$ cat src/design/fcd_defs.svh
// register offsets, field positions, reset values and sizes of the dma controller
`ifndef FCD_DEFS_SVH
`define FCD_DEFS_SVH
`define FCD_RA_CMD 4'h8
`define FCD_RA_REQ 4'h9
`define FCD_RA_MSK1 4'hA
`define FCD_RA_MODE 4'hB
`define FCD_RA_CLRFF 4'hC
`define FCD_RA_MCLR 4'hD
`define FCD_RA_CLRMSK 4'hE
`define FCD_RA_MSKALL 4'hF
`define FCD_CMD_M2M 0
`define FCD_CMD_DIS 2
`define FCD_CMD_CMP 3
`define FCD_CMD_ROT 4
`define FCD_CMD_EXW 5
`define FCD_CMD_DRQLO 6
`define FCD_CMD_DAKHI 7
`define FCD_MD_AUTO 2
`define FCD_MD_DEC 3
`define FCD_T_WR 2'h1
`define FCD_T_RD 2'h2
`define FCD_M_DEMAND 2'h0
`define FCD_M_SINGLE 2'h1
`define FCD_M_BLOCK 2'h2
`define FCD_M_CASC 2'h3
`define FCD_CMD_RST 8'h00
`define FCD_MASK_RST 4'hF
`define FCD_FIFO_W 8
`define FCD_FIFO_D 32
`endif

$ cat src/design/fcd_pkg.sv
// types shared by the dma controller
package fcd_pkg;
  typedef enum logic [4:0] {
    ST_IDLE, ST_S0, ST_S1, ST_S2, ST_S3, ST_SW, ST_S4, ST_CASC,
    ST_S11, ST_S12, ST_S13, ST_S14, ST_S21, ST_S22, ST_S23, ST_S24
  } fcd_state_t;
  typedef struct packed {
    logic memory_read_strobe;
    logic memory_write_strobe;
    logic io_read_strobe;
    logic io_write_strobe;
  } fcd_strobe_t;
endpackage

$ cat src/design/fcd_top.sv
// four-channel dma controller: input synchroniser, data fifo and controller
`timescale 1ns/100ps
`include "fcd_defs.svh"

// ************************************************************
// input synchroniser
// ************************************************************
module fcd_sync #(
  parameter int W = 1,
  parameter logic [W-1:0] INIT = '0
) (
  input wire logic ref_clk_i,
  input wire logic rst_i,
  input wire logic [W-1:0] d_i,
  output logic [W-1:0] q_o
);
  logic [W-1:0] s1;
  logic [W-1:0] s2;
  logic [W-1:0] s3;
  always_ff @(posedge ref_clk_i) begin
    if (rst_i) begin
      s1 <= INIT;
      s2 <= INIT;
      s3 <= INIT;
      q_o <= INIT;
    end else begin
      s1 <= d_i;
      s2 <= s1;
      s3 <= s2;
      // a bit moves only where the two later stages agree
      q_o <= (s3 & ~(s2 ^ s3)) | (q_o & (s2 ^ s3));
    end
  end
endmodule

// ************************************************************
// data fifo
// ************************************************************
module fcd_fifo #(
  parameter int W = `FCD_FIFO_W,
  parameter int D = `FCD_FIFO_D
) (
  input wire logic ref_clk_i,
  input wire logic rst_i,
  input wire logic in_valid_i,
  output logic in_ready_o,
  input wire logic [W-1:0] in_data_i,
  output logic out_valid_o,
  input wire logic out_ready_i,
  output logic [W-1:0] out_data_o
);
  localparam int AW = $clog2(D);
  logic [W-1:0] mem [D];
  logic [AW:0] wp;
  logic [AW:0] rp;
  assign in_ready_o = !((wp[AW] != rp[AW]) && (wp[AW-1:0] == rp[AW-1:0]));
  assign out_valid_o = (wp != rp);
  assign out_data_o = mem[rp[AW-1:0]];
  always_ff @(posedge ref_clk_i) begin
    if (rst_i) begin
      wp <= '0;
      rp <= '0;
    end else begin
      if (in_valid_i && in_ready_o) begin
        mem[wp[AW-1:0]] <= in_data_i;
        wp <= wp + 1'h1;
      end
      if (out_valid_o && out_ready_i) begin
        rp <= rp + 1'h1;
      end
    end
  end
endmodule

// ************************************************************
// controller
// ************************************************************
// Summary of operation
// - each channel address steps up or down after every transfer, kept in place
// - word count holds transfers minus one, decrements, terminal count at zero
// - base and current written together bytewise; autoinit copies base back
// - command register written only while idle, cleared by reset
// - mode write uses data bits 0 and 1 to pick the channel
// - software request bits set or cleared singly, cleared by end or reset
// - mask blocks hardware requests, set at end without autoinit, set by reset
// - status shows terminal count and pending request for each channel
// - temporary register holds memory-to-memory data, readable when idle
// - idle, hold wait, working states, waits before the last, two-digit memory states
// - idle samples requests and selects; unmasked request raises hold request
// - single mode moves one byte per hold handshake then drops hold request
// - block mode runs until terminal count or external end
// - demand mode also stops when the request drops, resumes on reassert
// - cascade passes a second controller's hold through request and acknowledge
// - write, read and verify transfers drive their strobe pairs or none
// - memory move uses channel 0 source, channel 1 destination and count
// - upper address goes out on data lines in S1, S11 or S21, at the start of a service and when it changes
// - compressed timing drops S3, two clocks per transfer
// - fixed priority channel 0 first, rotating puts last served lowest
// - clear byte pointer command resets the first/last flip-flop
// - master clear acts as reset on command, status, request, temp, pointer, mask
// - external end stops the channel, sets its status bit, clears its request
// - at most one acknowledge active, and only while owning the bus
module fcd_top import fcd_pkg::*; (
  input wire logic ref_clk_i,
  input wire logic rst_i,
  input wire logic cs_n_i,
  input wire logic ior_n_i,
  output logic ior_n_o,
  output logic ior_oe_o,
  input wire logic iow_n_i,
  output logic iow_n_o,
  output logic iow_oe_o,
  input wire logic [3:0] addr_lo_i,
  output logic [3:0] addr_lo_o,
  output logic addr_lo_oe_o,
  output logic [3:0] addr_hi_o,
  output logic addr_hi_oe_o,
  input wire logic [7:0] db_i,
  output logic [7:0] db_o,
  output logic db_oe_o,
  output logic memory_read_strobe_n_o,
  output logic memory_write_strobe_n_o,
  input wire logic ready_i,
  input wire logic bus_hold_grant_i,
  output logic bus_hold_request_o,
  output logic upper_address_strobe_o,
  output logic address_output_enable_o,
  input wire logic [3:0] channel_request_i,
  output logic [3:0] channel_acknowledge_o,
  input wire logic end_of_process_n_i,
  output logic end_of_process_n_o,
  output logic end_of_process_oe_o
);
  logic [21:0] sync_q;
  logic s_cs_n, s_ior_n, s_iow_n, s_bus_hold_grant, s_rdy, s_eop_n;
  logic [3:0] s_a;
  logic [7:0] s_db;
  logic [3:0] s_channel_request;
  fcd_state_t st, next_st;
  fcd_strobe_t nstb;
  logic [15:0] cur_addr [4];
  logic [15:0] cur_cnt [4];
  logic [15:0] base_addr [4];
  logic [15:0] base_cnt [4];
  logic [5:0] mode [4];
  logic [7:0] cmd, temp, rd_data;
  logic [3:0] sreq, mask, tc_st, channel_request_act, req_all, end_hit, auto_vec;
  logic [1:0] ch, last_ch, win, start_ch, a_ch, nx_ch, cnt_ch, xtype, xmode;
  logic [7:0] hi_lat;
  logic ff, m2m, found, prev_ior, prev_iow, cpu_ok, reg_wr, reg_rd, mclr, clr;
  logic [15:0] a_cur, a_next, c_cur, out_addr, cnt_sel;
  logic tc_now, xfer_done, end_svc, fifo_in_rdy, fifo_out_vld, rd_on, wr_on;
  logic [7:0] fifo_dout;
  logic go;

  fcd_sync #(.W(22), .INIT(22'h380003)) u_sync (
    .ref_clk_i(ref_clk_i),
    .rst_i(rst_i),
    .d_i({cs_n_i, ior_n_i, iow_n_i, addr_lo_i, db_i, channel_request_i, bus_hold_grant_i, ready_i,
          end_of_process_n_i}),
    .q_o(sync_q)
  );
  assign {s_cs_n, s_ior_n, s_iow_n, s_a, s_db, s_channel_request, s_bus_hold_grant, s_rdy, s_eop_n} = sync_q;

  // memory move data waits here between read and write halves
  fcd_fifo #(.W(`FCD_FIFO_W), .D(`FCD_FIFO_D)) u_fifo (
    .ref_clk_i(ref_clk_i),
    .rst_i(clr),
    .in_valid_i(st == ST_S14),
    .in_ready_o(fifo_in_rdy),
    .in_data_i(s_db),
    .out_valid_o(fifo_out_vld),
    .out_ready_i(st == ST_S22),
    .out_data_o(fifo_dout)
  );

  // ************************************************************
  // processor access
  // ************************************************************
  // the pins lag four clocks, so access edges are taken from the synchronised copies
  assign cpu_ok = (st == ST_IDLE) && !s_cs_n;
  assign reg_wr = cpu_ok && s_iow_n && !prev_iow;
  assign reg_rd = cpu_ok && s_ior_n && !prev_ior;
  assign mclr = reg_wr && (s_a == `FCD_RA_MCLR);
  assign clr = rst_i || mclr;

  always_ff @(posedge ref_clk_i) begin
    if (rst_i) begin
      prev_ior <= 1'h1;
      prev_iow <= 1'h1;
    end else begin
      prev_ior <= s_ior_n;
      prev_iow <= s_iow_n;
    end
  end

  always_comb begin
    rd_data = 8'h00;
    cnt_sel = s_a[0] ? cur_cnt[s_a[2:1]] : cur_addr[s_a[2:1]];
    if (!s_a[3]) begin
      rd_data = ff ? cnt_sel[15:8] : cnt_sel[7:0];
    end else if (s_a == `FCD_RA_CMD) begin
      rd_data = {channel_request_act, tc_st};
    end else if (s_a == `FCD_RA_MCLR) begin
      rd_data = temp;
    end
  end

  always_ff @(posedge ref_clk_i) begin
    if (clr) begin
      cmd <= `FCD_CMD_RST;
    end else if (reg_wr && (s_a == `FCD_RA_CMD)) begin
      cmd <= s_db;
    end
  end

  always_ff @(posedge ref_clk_i) begin
    if (rst_i) begin
      for (int i = 0; i < 4; i++) begin
        mode[i] <= 6'h00;
      end
    end else if (reg_wr && (s_a == `FCD_RA_MODE)) begin
      mode[s_db[1:0]] <= s_db[7:2];
    end
  end

  always_ff @(posedge ref_clk_i) begin
    if (clr || (reg_wr && (s_a == `FCD_RA_CLRFF))) begin
      ff <= 1'h0;
    end else if ((reg_wr || reg_rd) && !s_a[3]) begin
      ff <= ~ff;
    end
  end

  always_ff @(posedge ref_clk_i) begin
    if (clr) begin
      temp <= 8'h00;
    end else if ((st == ST_S22) && fifo_out_vld) begin
      temp <= fifo_dout;
    end
  end

  // ************************************************************
  // request, mask and status
  // ************************************************************
  assign channel_request_act = cmd[`FCD_CMD_DRQLO] ? ~s_channel_request : s_channel_request;
  assign req_all = (cmd[`FCD_CMD_DIS] ? 4'h0 : (channel_request_act & ~mask)) | sreq;
  assign end_hit = m2m ? 4'h3 : 4'(4'h1 << ch);
  always_comb begin
    for (int i = 0; i < 4; i++) begin
      auto_vec[i] = mode[i][`FCD_MD_AUTO];
    end
  end

  always_ff @(posedge ref_clk_i) begin
    if (clr) begin
      sreq <= 4'h0;
      mask <= `FCD_MASK_RST;
      tc_st <= 4'h0;
    end else begin
      if (reg_rd && (s_a == `FCD_RA_CMD)) begin
        tc_st <= 4'h0;
      end
      if (reg_wr && (s_a == `FCD_RA_REQ)) begin
        sreq[s_db[1:0]] <= s_db[2];
      end
      if (reg_wr && (s_a == `FCD_RA_MSK1)) begin
        mask[s_db[1:0]] <= s_db[2];
      end
      if (reg_wr && (s_a == `FCD_RA_CLRMSK)) begin
        mask <= 4'h0;
      end
      if (reg_wr && (s_a == `FCD_RA_MSKALL)) begin
        mask <= s_db[3:0];
      end
      if (end_svc) begin
        tc_st <= tc_st | end_hit;
        sreq <= sreq & ~end_hit;
        mask <= mask | (end_hit & ~auto_vec);
      end
    end
  end

  // fixed order from channel 0, or from the one after the last served
  always_comb begin
    start_ch = cmd[`FCD_CMD_ROT] ? 2'(last_ch + 2'h1) : 2'h0;
    win = 2'h0;
    found = 1'h0;
    for (int i = 3; i >= 0; i--) begin
      if (req_all[2'(start_ch + 2'(i))]) begin
        win = 2'(start_ch + 2'(i));
        found = 1'h1;
      end
    end
  end

  // ************************************************************
  // transfer sequencing
  // ************************************************************
  // the synchronised grant lags the pin, so a stale grant must drain before a new hold
  assign go = found && !s_bus_hold_grant;
  assign xtype = mode[ch][1:0];
  assign xmode = mode[ch][5:4];
  assign a_ch = m2m ? ((st inside {ST_S21, ST_S22, ST_S23, ST_S24}) ? 2'h1 : 2'h0) : ch;
  assign nx_ch = m2m ? ((next_st inside {ST_S21, ST_S22, ST_S23, ST_S24}) ? 2'h1 : 2'h0) : ch;
  assign a_cur = cur_addr[a_ch];
  assign a_next = mode[a_ch][`FCD_MD_DEC] ? 16'(a_cur - 16'h1) : 16'(a_cur + 16'h1);
  assign cnt_ch = m2m ? 2'h1 : ch;
  assign c_cur = cur_cnt[cnt_ch];
  assign tc_now = (c_cur == 16'h0);
  assign xfer_done = (st == ST_S4) || (st == ST_S24);
  assign end_svc = xfer_done && (tc_now || !s_eop_n);
  assign out_addr = (st == ST_S4) ? a_next : cur_addr[nx_ch];

  always_comb begin
    next_st = st;
    unique case (st)
      ST_IDLE: if (go) next_st = ST_S0;
      ST_S0: if (s_bus_hold_grant) next_st = m2m ? ST_S11 : ((xmode == `FCD_M_CASC) ? ST_CASC : ST_S1);
      ST_S1: next_st = ST_S2;
      ST_S2: next_st = cmd[`FCD_CMD_CMP] ? (s_rdy ? ST_S4 : ST_SW) : ST_S3;
      ST_S3: next_st = s_rdy ? ST_S4 : ST_SW;
      ST_SW: next_st = s_rdy ? ST_S4 : ST_SW;
      ST_S4: begin
        if (end_svc || (xmode == `FCD_M_SINGLE)) begin
          next_st = ST_IDLE;
        end else if ((xmode == `FCD_M_BLOCK) || channel_request_act[ch]) begin
          next_st = (a_next[15:8] != a_cur[15:8]) ? ST_S1 : ST_S2;
        end else begin
          next_st = ST_IDLE;
        end
      end
      ST_CASC: next_st = channel_request_act[ch] ? ST_CASC : ST_IDLE;
      ST_S11: next_st = ST_S12;
      ST_S12: next_st = ST_S13;
      ST_S13: next_st = s_rdy ? ST_S14 : ST_S13;
      ST_S14: if (fifo_in_rdy) next_st = (hi_lat == cur_addr[1][15:8]) ? ST_S22 : ST_S21;
      ST_S21: next_st = ST_S22;
      ST_S22: if (fifo_out_vld) next_st = ST_S23;
      ST_S23: next_st = s_rdy ? ST_S24 : ST_S23;
      ST_S24: next_st = end_svc ? ST_IDLE : ((hi_lat == cur_addr[0][15:8]) ? ST_S12 : ST_S11);
    endcase
  end

  always_ff @(posedge ref_clk_i) begin
    if (rst_i) begin
      st <= ST_IDLE;
      ch <= 2'h0;
      last_ch <= 2'h0;
      m2m <= 1'h0;
      hi_lat <= 8'h00;
    end else begin
      st <= next_st;
      if ((st == ST_IDLE) && go) begin
        m2m <= cmd[`FCD_CMD_M2M] && sreq[0];
        ch <= (cmd[`FCD_CMD_M2M] && sreq[0]) ? 2'h0 : win;
        last_ch <= (cmd[`FCD_CMD_M2M] && sreq[0]) ? 2'h1 : win;
      end
      if (st inside {ST_S1, ST_S11, ST_S21}) begin
        hi_lat <= a_cur[15:8];
      end
    end
  end

  always_ff @(posedge ref_clk_i) begin
    if (rst_i) begin
      for (int i = 0; i < 4; i++) begin
        cur_addr[i] <= 16'h0000;
        cur_cnt[i] <= 16'h0000;
        base_addr[i] <= 16'h0000;
        base_cnt[i] <= 16'h0000;
      end
    end else begin
      if (reg_wr && !s_a[3] && !s_a[0]) begin
        if (ff) begin
          cur_addr[s_a[2:1]][15:8] <= s_db;
          base_addr[s_a[2:1]][15:8] <= s_db;
        end else begin
          cur_addr[s_a[2:1]][7:0] <= s_db;
          base_addr[s_a[2:1]][7:0] <= s_db;
        end
      end
      if (reg_wr && !s_a[3] && s_a[0]) begin
        if (ff) begin
          cur_cnt[s_a[2:1]][15:8] <= s_db;
          base_cnt[s_a[2:1]][15:8] <= s_db;
        end else begin
          cur_cnt[s_a[2:1]][7:0] <= s_db;
          base_cnt[s_a[2:1]][7:0] <= s_db;
        end
      end
      if ((st == ST_S14) && fifo_in_rdy) begin
        cur_addr[0] <= a_next;
      end
      if (xfer_done) begin
        cur_addr[a_ch] <= a_next;
        cur_cnt[cnt_ch] <= 16'(c_cur - 16'h1);
      end
      for (int i = 0; i < 4; i++) begin
        if (end_svc && end_hit[i] && auto_vec[i]) begin
          cur_addr[i] <= base_addr[i];
          cur_cnt[i] <= base_cnt[i];
        end
      end
    end
  end

  // ************************************************************
  // pin drive
  // ************************************************************
  always_comb begin
    nstb = '0;
    rd_on = next_st inside {ST_S3, ST_SW, ST_S4};
    wr_on = (next_st == ST_S4) || (cmd[`FCD_CMD_EXW] && (next_st inside {ST_S3, ST_SW}));
    if (m2m) begin
      nstb.memory_read_strobe = next_st inside {ST_S13, ST_S14};
      nstb.memory_write_strobe = next_st inside {ST_S23, ST_S24};
    end else if (xtype == `FCD_T_WR) begin
      nstb.io_read_strobe = rd_on;
      nstb.memory_write_strobe = wr_on;
    end else if (xtype == `FCD_T_RD) begin
      nstb.memory_read_strobe = rd_on;
      nstb.io_write_strobe = wr_on;
    end
  end

  always_ff @(posedge ref_clk_i) begin
    if (rst_i) begin
      bus_hold_request_o <= 1'h0;
      address_output_enable_o <= 1'h0;
      upper_address_strobe_o <= 1'h0;
      channel_acknowledge_o <= 4'hF;
      {memory_read_strobe_n_o, memory_write_strobe_n_o, ior_n_o, iow_n_o} <= 4'hF;
      {ior_oe_o, iow_oe_o, addr_lo_oe_o, addr_hi_oe_o} <= 4'h0;
      addr_lo_o <= 4'h0;
      addr_hi_o <= 4'h0;
      db_o <= 8'h00;
      db_oe_o <= 1'h0;
      end_of_process_n_o <= 1'h0;
      end_of_process_oe_o <= 1'h0;
    end else begin
      bus_hold_request_o <= (next_st != ST_IDLE);
      address_output_enable_o <= next_st inside {ST_S1, ST_S2, ST_S3, ST_SW, ST_S4, [ST_S11:ST_S24]};
      upper_address_strobe_o <= next_st inside {ST_S1, ST_S11, ST_S21};
      // one acknowledge at most, never before the grant has moved the state past S0
      if (!m2m && (next_st inside {ST_S1, ST_S2, ST_S3, ST_SW, ST_S4, ST_CASC})) begin
        channel_acknowledge_o <= cmd[`FCD_CMD_DAKHI] ? 4'(4'h1 << ch) : ~4'(4'h1 << ch);
      end else begin
        channel_acknowledge_o <= cmd[`FCD_CMD_DAKHI] ? 4'h0 : 4'hF;
      end
      {memory_read_strobe_n_o, memory_write_strobe_n_o, ior_n_o, iow_n_o} <= ~nstb;
      {ior_oe_o, iow_oe_o, addr_lo_oe_o, addr_hi_oe_o} <= {4{next_st inside {ST_S1, ST_S2, ST_S3, ST_SW,
                                                            ST_S4, [ST_S11:ST_S24]}}};
      addr_lo_o <= out_addr[3:0];
      addr_hi_o <= out_addr[7:4];
      if (next_st inside {ST_S1, ST_S11, ST_S21}) begin
        db_o <= out_addr[15:8];
      end else if ((st == ST_S22) && (next_st == ST_S23)) begin
        db_o <= fifo_dout;
      end else if (!(next_st inside {ST_S23, ST_S24})) begin
        db_o <= rd_data;
      end
      db_oe_o <= (next_st inside {ST_S1, ST_S11, ST_S21, ST_S23, ST_S24}) ||
                 ((next_st == ST_IDLE) && cpu_ok && !s_ior_n);
      end_of_process_oe_o <= (next_st inside {ST_S4, ST_S24}) && tc_now;
    end
  end

  // ************************************************************
  // checks
  // ************************************************************
  logic [3:0] dk_act;
  assign dk_act = cmd[`FCD_CMD_DAKHI] ? channel_acknowledge_o : ~channel_acknowledge_o;
  property p_one_channel_acknowledge;
    @(posedge ref_clk_i) disable iff (rst_i) $onehot0(dk_act) && ((dk_act == 4'h0) || bus_hold_request_o);
  endproperty
  a_one_channel_acknowledge: assert property (p_one_channel_acknowledge) else $error("acknowledge not one-hot or without bus");
  property p_single_drop;
    @(posedge ref_clk_i) disable iff (rst_i) (st == ST_S4 && !m2m && xmode == `FCD_M_SINGLE) |=> !bus_hold_request_o;
  endproperty
  a_single_drop: assert property (p_single_drop) else $error("hold request kept after single");
  property p_cnt_dec;
    @(posedge ref_clk_i) disable iff (rst_i) (st == ST_S4 && !end_svc) |=> (c_cur == 16'($past(c_cur) - 16'h1));
  endproperty
  a_cnt_dec: assert property (p_cnt_dec) else $error("word count not decremented");
  property p_end_status;
    @(posedge ref_clk_i) disable iff (rst_i || mclr) (end_svc && !m2m) |=> (tc_st[$past(ch)] && !sreq[$past(ch)]);
  endproperty
  a_end_status: assert property (p_end_status) else $error("end did not set status");
  property p_mask_end;
    @(posedge ref_clk_i) disable iff (rst_i) (end_svc && !m2m && !auto_vec[ch]) |=> mask[$past(ch)];
  endproperty
  a_mask_end: assert property (p_mask_end) else $error("mask not set at end");
  property p_mclr;
    @(posedge ref_clk_i) mclr |=> (cmd == 8'h00 && mask == 4'hF && sreq == 4'h0 && !ff);
  endproperty
  a_mclr: assert property (p_mclr) else $error("master clear incomplete");
  property p_verify_quiet;
    @(posedge ref_clk_i) disable iff (rst_i) (!m2m && xtype == 2'h0 && st != ST_IDLE) |=>
      ({memory_read_strobe_n_o, memory_write_strobe_n_o, ior_n_o, iow_n_o} == 4'hF);
  endproperty
  a_verify_quiet: assert property (p_verify_quiet) else $error("strobe during verify");
  property p_hrq_req;
    @(posedge ref_clk_i) disable iff (rst_i) (st == ST_IDLE && go) |=> bus_hold_request_o ##1 bus_hold_request_o;
  endproperty
  a_hrq_req: assert property (p_hrq_req) else $error("request did not raise hold");
  property p_compress;
    @(posedge ref_clk_i) disable iff (rst_i) (st == ST_S2 && cmd[`FCD_CMD_CMP]) |=> (st == ST_S4 || st == ST_SW);
  endproperty
  a_compress: assert property (p_compress) else $error("S3 taken under compressed timing");
endmodule

$ cat config.mk
export PLATFORM = sky130hd
export DESIGN_NAME = fcd_top
export DESIGN_NICKNAME = d
export VERILOG_FILES = /design/src/design/fcd_pkg.sv /design/src/design/fcd_top.sv
export VERILOG_INCLUDE_DIRS = /design/src /design/src/design
export SDC_FILE = /design/constraint.sdc
export NUM_CORES = 1
export LEC_CHECK = 0
export BUFFER_PORTS_ARGS = -buffer_cell sky130_fd_sc_hd__buf_2
export CAP_MARGIN = 40
export CORE_MARGIN = 2
export CORE_UTILIZATION = 50
export DETAILED_ROUTE_END_ITERATION = 10
export GPL_TIMING_DRIVEN = 0
export HOLD_SLACK_MARGIN = 0.1
export MAX_ROUTING_LAYER = met4
export PLACE_DENSITY = 0.73
export SLEW_MARGIN = 25
export SYNTH_ARGS = -nofsm -noshare
export SYNTH_HDL_FRONTEND = slang
export SYNTH_SLANG_ARGS = --single-unit
$ cat constraint.sdc
create_clock -name ref_clk_i -period 6.8 [get_ports ref_clk_i]
set_clock_uncertainty 0.05 [all_clocks]
set_input_delay 1.36 -clock ref_clk_i [delete_from_list [all_inputs] [get_ports ref_clk_i]]
set_output_delay 1.36 -clock ref_clk_i [all_outputs]
set_load 0.05 [all_outputs]
==> impl_metrics.json <==
{
  "synth_cells": 2571,
  "postCtsSetupBuffers": 0,
  "fmax_mhz": 155,
  "drt_wl_total_um": 103000,
  "arrival_ns": 6.67,
  "nets": 2783,
  "synth_warnings": 0,
  "drc": 0,
  "hold_class": "flip-flop to flip-flop",
  "root_buffer": "clkbuf_16",
  "fp.dieH_um": 260,
  "crit_path_cell_trace": "buf_6 -> buf_6 -> buf_6 -> buf_6 -> buf_2 -> a211oi_1 -> a31oi_1 -> inv_1 -> ha_1 -> and3_1 -> and4_1 -> nand4_4 -> a21oi_2 -> a31oi_2 -> nand4_4 -> o31ai_2 -> nand2b_1",
  "syn_avg_cell_area_um2": 12.7,
  "path_class": "flip-flop to flip-flop",
  "finalMaxSlewViolations": 0,
  "drive_gt1_share_pct": 16.6,
  "crit_buf_inv": 6,
  "dp_slack_ns": -0.116,
  "drv_cap": 0,
  "rsz0062_at_grt": "false",
  "p_per_area_nw_per_um2": 251,
  "ys_seq_elements": 719,
  "tritoncts": "built",
  "path_common_cell": "buf_6",
  "ys_types": 104,
  "grt.overflow.total": 0,
  "gp_congestion": 1.04,
  "final_cells": 3657,
  "grt_pass1_vias": 22200,
  "setup_viol": 0,
  "layout_common_cells": "536 x edfxtp_1, 275 x nor2_1, 236 x nand2_1, 179 x dfxtp_1, 125 x mux4_2",
  "routedWlPerCell_um": 28.1,
  "track_usage_pct": 31.2,
  "via_per_inst": 6.44,
  "antenna_found_initial": 5,
  "grt_pass1_wl_um": 148000,
  "cp_slowest_stage_delay_ns": 0.83,
  "p_leak_uw": 0.0126,
  "synth_area_um2": 32700,
  "cts_max_level": 3,
  "timing.final.crit_share_pct": 94.6,
  "layout_commonest_cell": "edfxtp_1",
  "status": "finished, final reports clean",
  "async_reset_ff_share_pct": 0,
  "finalSetupTns_ns": 0,
  "drtIter0Drc": 3405,
  "cts_sinks": 719,
  "finalWorstSetupSlack_ns": 0.366,
  "slew_headroom_pct": 36.5,
  "core_area_um2": 64600,
  "ios": 58,
  "worst_setup_path_end_kind": "flip-flop",
  "min_period_ns": 6.43,
  "finalHoldViolCount": 0,
  "synth_edf_count": 536,
  "cts_buffers": 73,
  "worst_pin_slew_ns": 0.953,
  "yosysSeqAreaShare_pct": 60.4,
  "grt_max_degree": 35,
  "io_buffer_count": 56,
  "clock_path_buffers": 3,
  "start_util_pct": 50.6,
  "hpwlAfterDp_um": 75900,
  "critical_path.slowest_cell": "a31oi_2",
  "crit_family": "compound AO/OA/AOI/OAI gates",
  "synthFlopType": "edfxtp_1",
  "dp_cells": 3511,
  "rows": 93,
  "clk_pin_slew_ns": 0.06,
  "layout-area-overhead-vs-synth_pct": 13.0,
  "first_pass_iters": 6,
  "total_power_uw": 9270,
  "ant_nets": 0,
  "hold_buffers": 0,
  "ir_drop_mv": 0.162,
  "syn_nets": 2613,
  "die_area_um2": 67500,
  "fp.dieW_um": 260,
  "clk-insertion-delay-late_ns": 0.65,
  "cp-start-kind": "flip-flop",
  "vias": 23600,
  "cp_max_fo": 28,
  "crit_required_ns": 7.04
}
[metrics by stage]
stage               instance area (um2)  util (%)  hold WS (ns)
floorplan                         32700         -         0.339
global placement                  34000      52.7         0.345
detailed placement                34400      53.3         0.347
CTS                               36800      57.0         0.361
global route                      36900      57.2         0.368
finish                            36900      57.2         0.358
[registers in the layout (all words and copies together) (netlist names), 5 cells and up, named ones only]
register,cells
u_fifo.wp,6
hi_lat,8
u_fifo.rp,6
st,5
u_fifo.mem,256
mode,24
base_cnt,64
db_o,8
u_sync.s2,22
cur_cnt,64
u_sync.s3,22
base_addr,64
cur_addr,64
cmd,7
temp,8
u_sync.s1,22
[where the power goes]
group | internal (uW) | switching, uW | leakage (uW)
logic | 120 | 249 | 0.00475
clock network | 2330 | 1750 | 0.00117
registers | 4770 | 57.2 | 0.00671
total | 7210 | 2060 | 0.0126
[final timing paths]
kind	start	endpoint	slack, ns	cells past startpoint
worst min-delay path	u_sync.s1[20]	u_sync.s2[20]	0.36	1
worst max register to register	ch[0]	cur_cnt[2][5]	0.37	17
worst max-delay path	ch[0]	cur_cnt[2][5]	0.37	17
worst min register to register	u_sync.s1[20]	u_sync.s2[20]	0.36	1
[cell type report]
type / instances / area [um2]
Clock buffer: 96 / 1960
Inverter: 46 / 173
Tap cell: 855 / 1070
Multi-Input combinational cell: 1640 / 12000
Sequential cell: 719 / 19800
Antenna cell: 4 / 10.0
Clock inverter: 36 / 464
Timing Repair Buffer: 97 / 713
Fill cell: 5152 / 27600
Buffer: 164 / 752
[cell families (layout without fill, tap and decap cells)]
| kind of cell | count (synthesis) | in the layout | synth area share [%] |
|---|---|---|---|
| AND/OR/NAND/NOR | 823 | 823 | 12.0 |
| flip-flops | 719 | 719 | 60.4 |
| AO/OA/AOI/OAI | 531 | 531 | 11.2 |
| buffers and inverters | 212 | 439 | 2.84 |
| multiplexers | 191 | 191 | 10.7 |
| XOR/XNOR | 74 | 74 | 2.02 |
| adder cells (fa/ha/maj) | 20 | 20 | 0.773 |
| other | 1 | 5 | 0.0115 |
[layer usage]
| metal | up-vias | global-route usage (%) | part of all wire (%) |
|---|---|---|---|
| li1 | 10000 | - | - |
| met1 | 11700 | 42.5 | 39 |
| met2 | 1599 | 46.6 | 45 |
| met3 | 268 | 5.96 | 11 |
| met4 | 0 | 12.3 | 4.3 |
| met5 | - | - | 0 |
[repair_timing]
action,4_1_cts,5_1_grt
gates cloned,0,0
gates resized for setup,0,0
endpoints found under the setup margin,10,2
[cells in the mapped netlist, drive strengths merged (17+ instances only)]
library cell,number,share of area (%)
a211oi,18,0.41
a21o,20,0.46
a21oi,121,2.0
a22o,37,0.99
a22oi,18,0.43
buf,58,1.1
clkbuf,108,1.2
dfxtp,183,11
edfxtp,536,49
ha,17,0.65
inv,44,0.51
mux2i,57,1.7
mux4,125,8.6
nand2,237,2.7
nand2b,45,0.86
nand3,49,0.78
nor2,275,3.2
nor2b,80,1.5
nor3,25,0.40
o21ai,142,2.2
o22ai,17,0.33
o2bb2ai,24,0.66
or2,22,0.42
xnor2,37,0.99
xor2,36,0.96
[worst register-to-register path, cell delays in order (launching register included)]
cell and delay (ns):
dfxtp_1 0.36, buf_6 0.20, buf_6 0.22, buf_6 0.22
buf_6 0.20, buf_2 0.63, a211oi_1 0.16, a31oi_1 0.34
inv_1 0.08, ha_1 0.21, and3_1 0.17, and4_1 0.30
nand4_4 0.27, a21oi_2 0.19, a31oi_2 0.83, nand4_4 0.44
o31ai_2 0.74, nand2b_1 0.44
No activity file was read; power rests on OpenSTA's default activity.
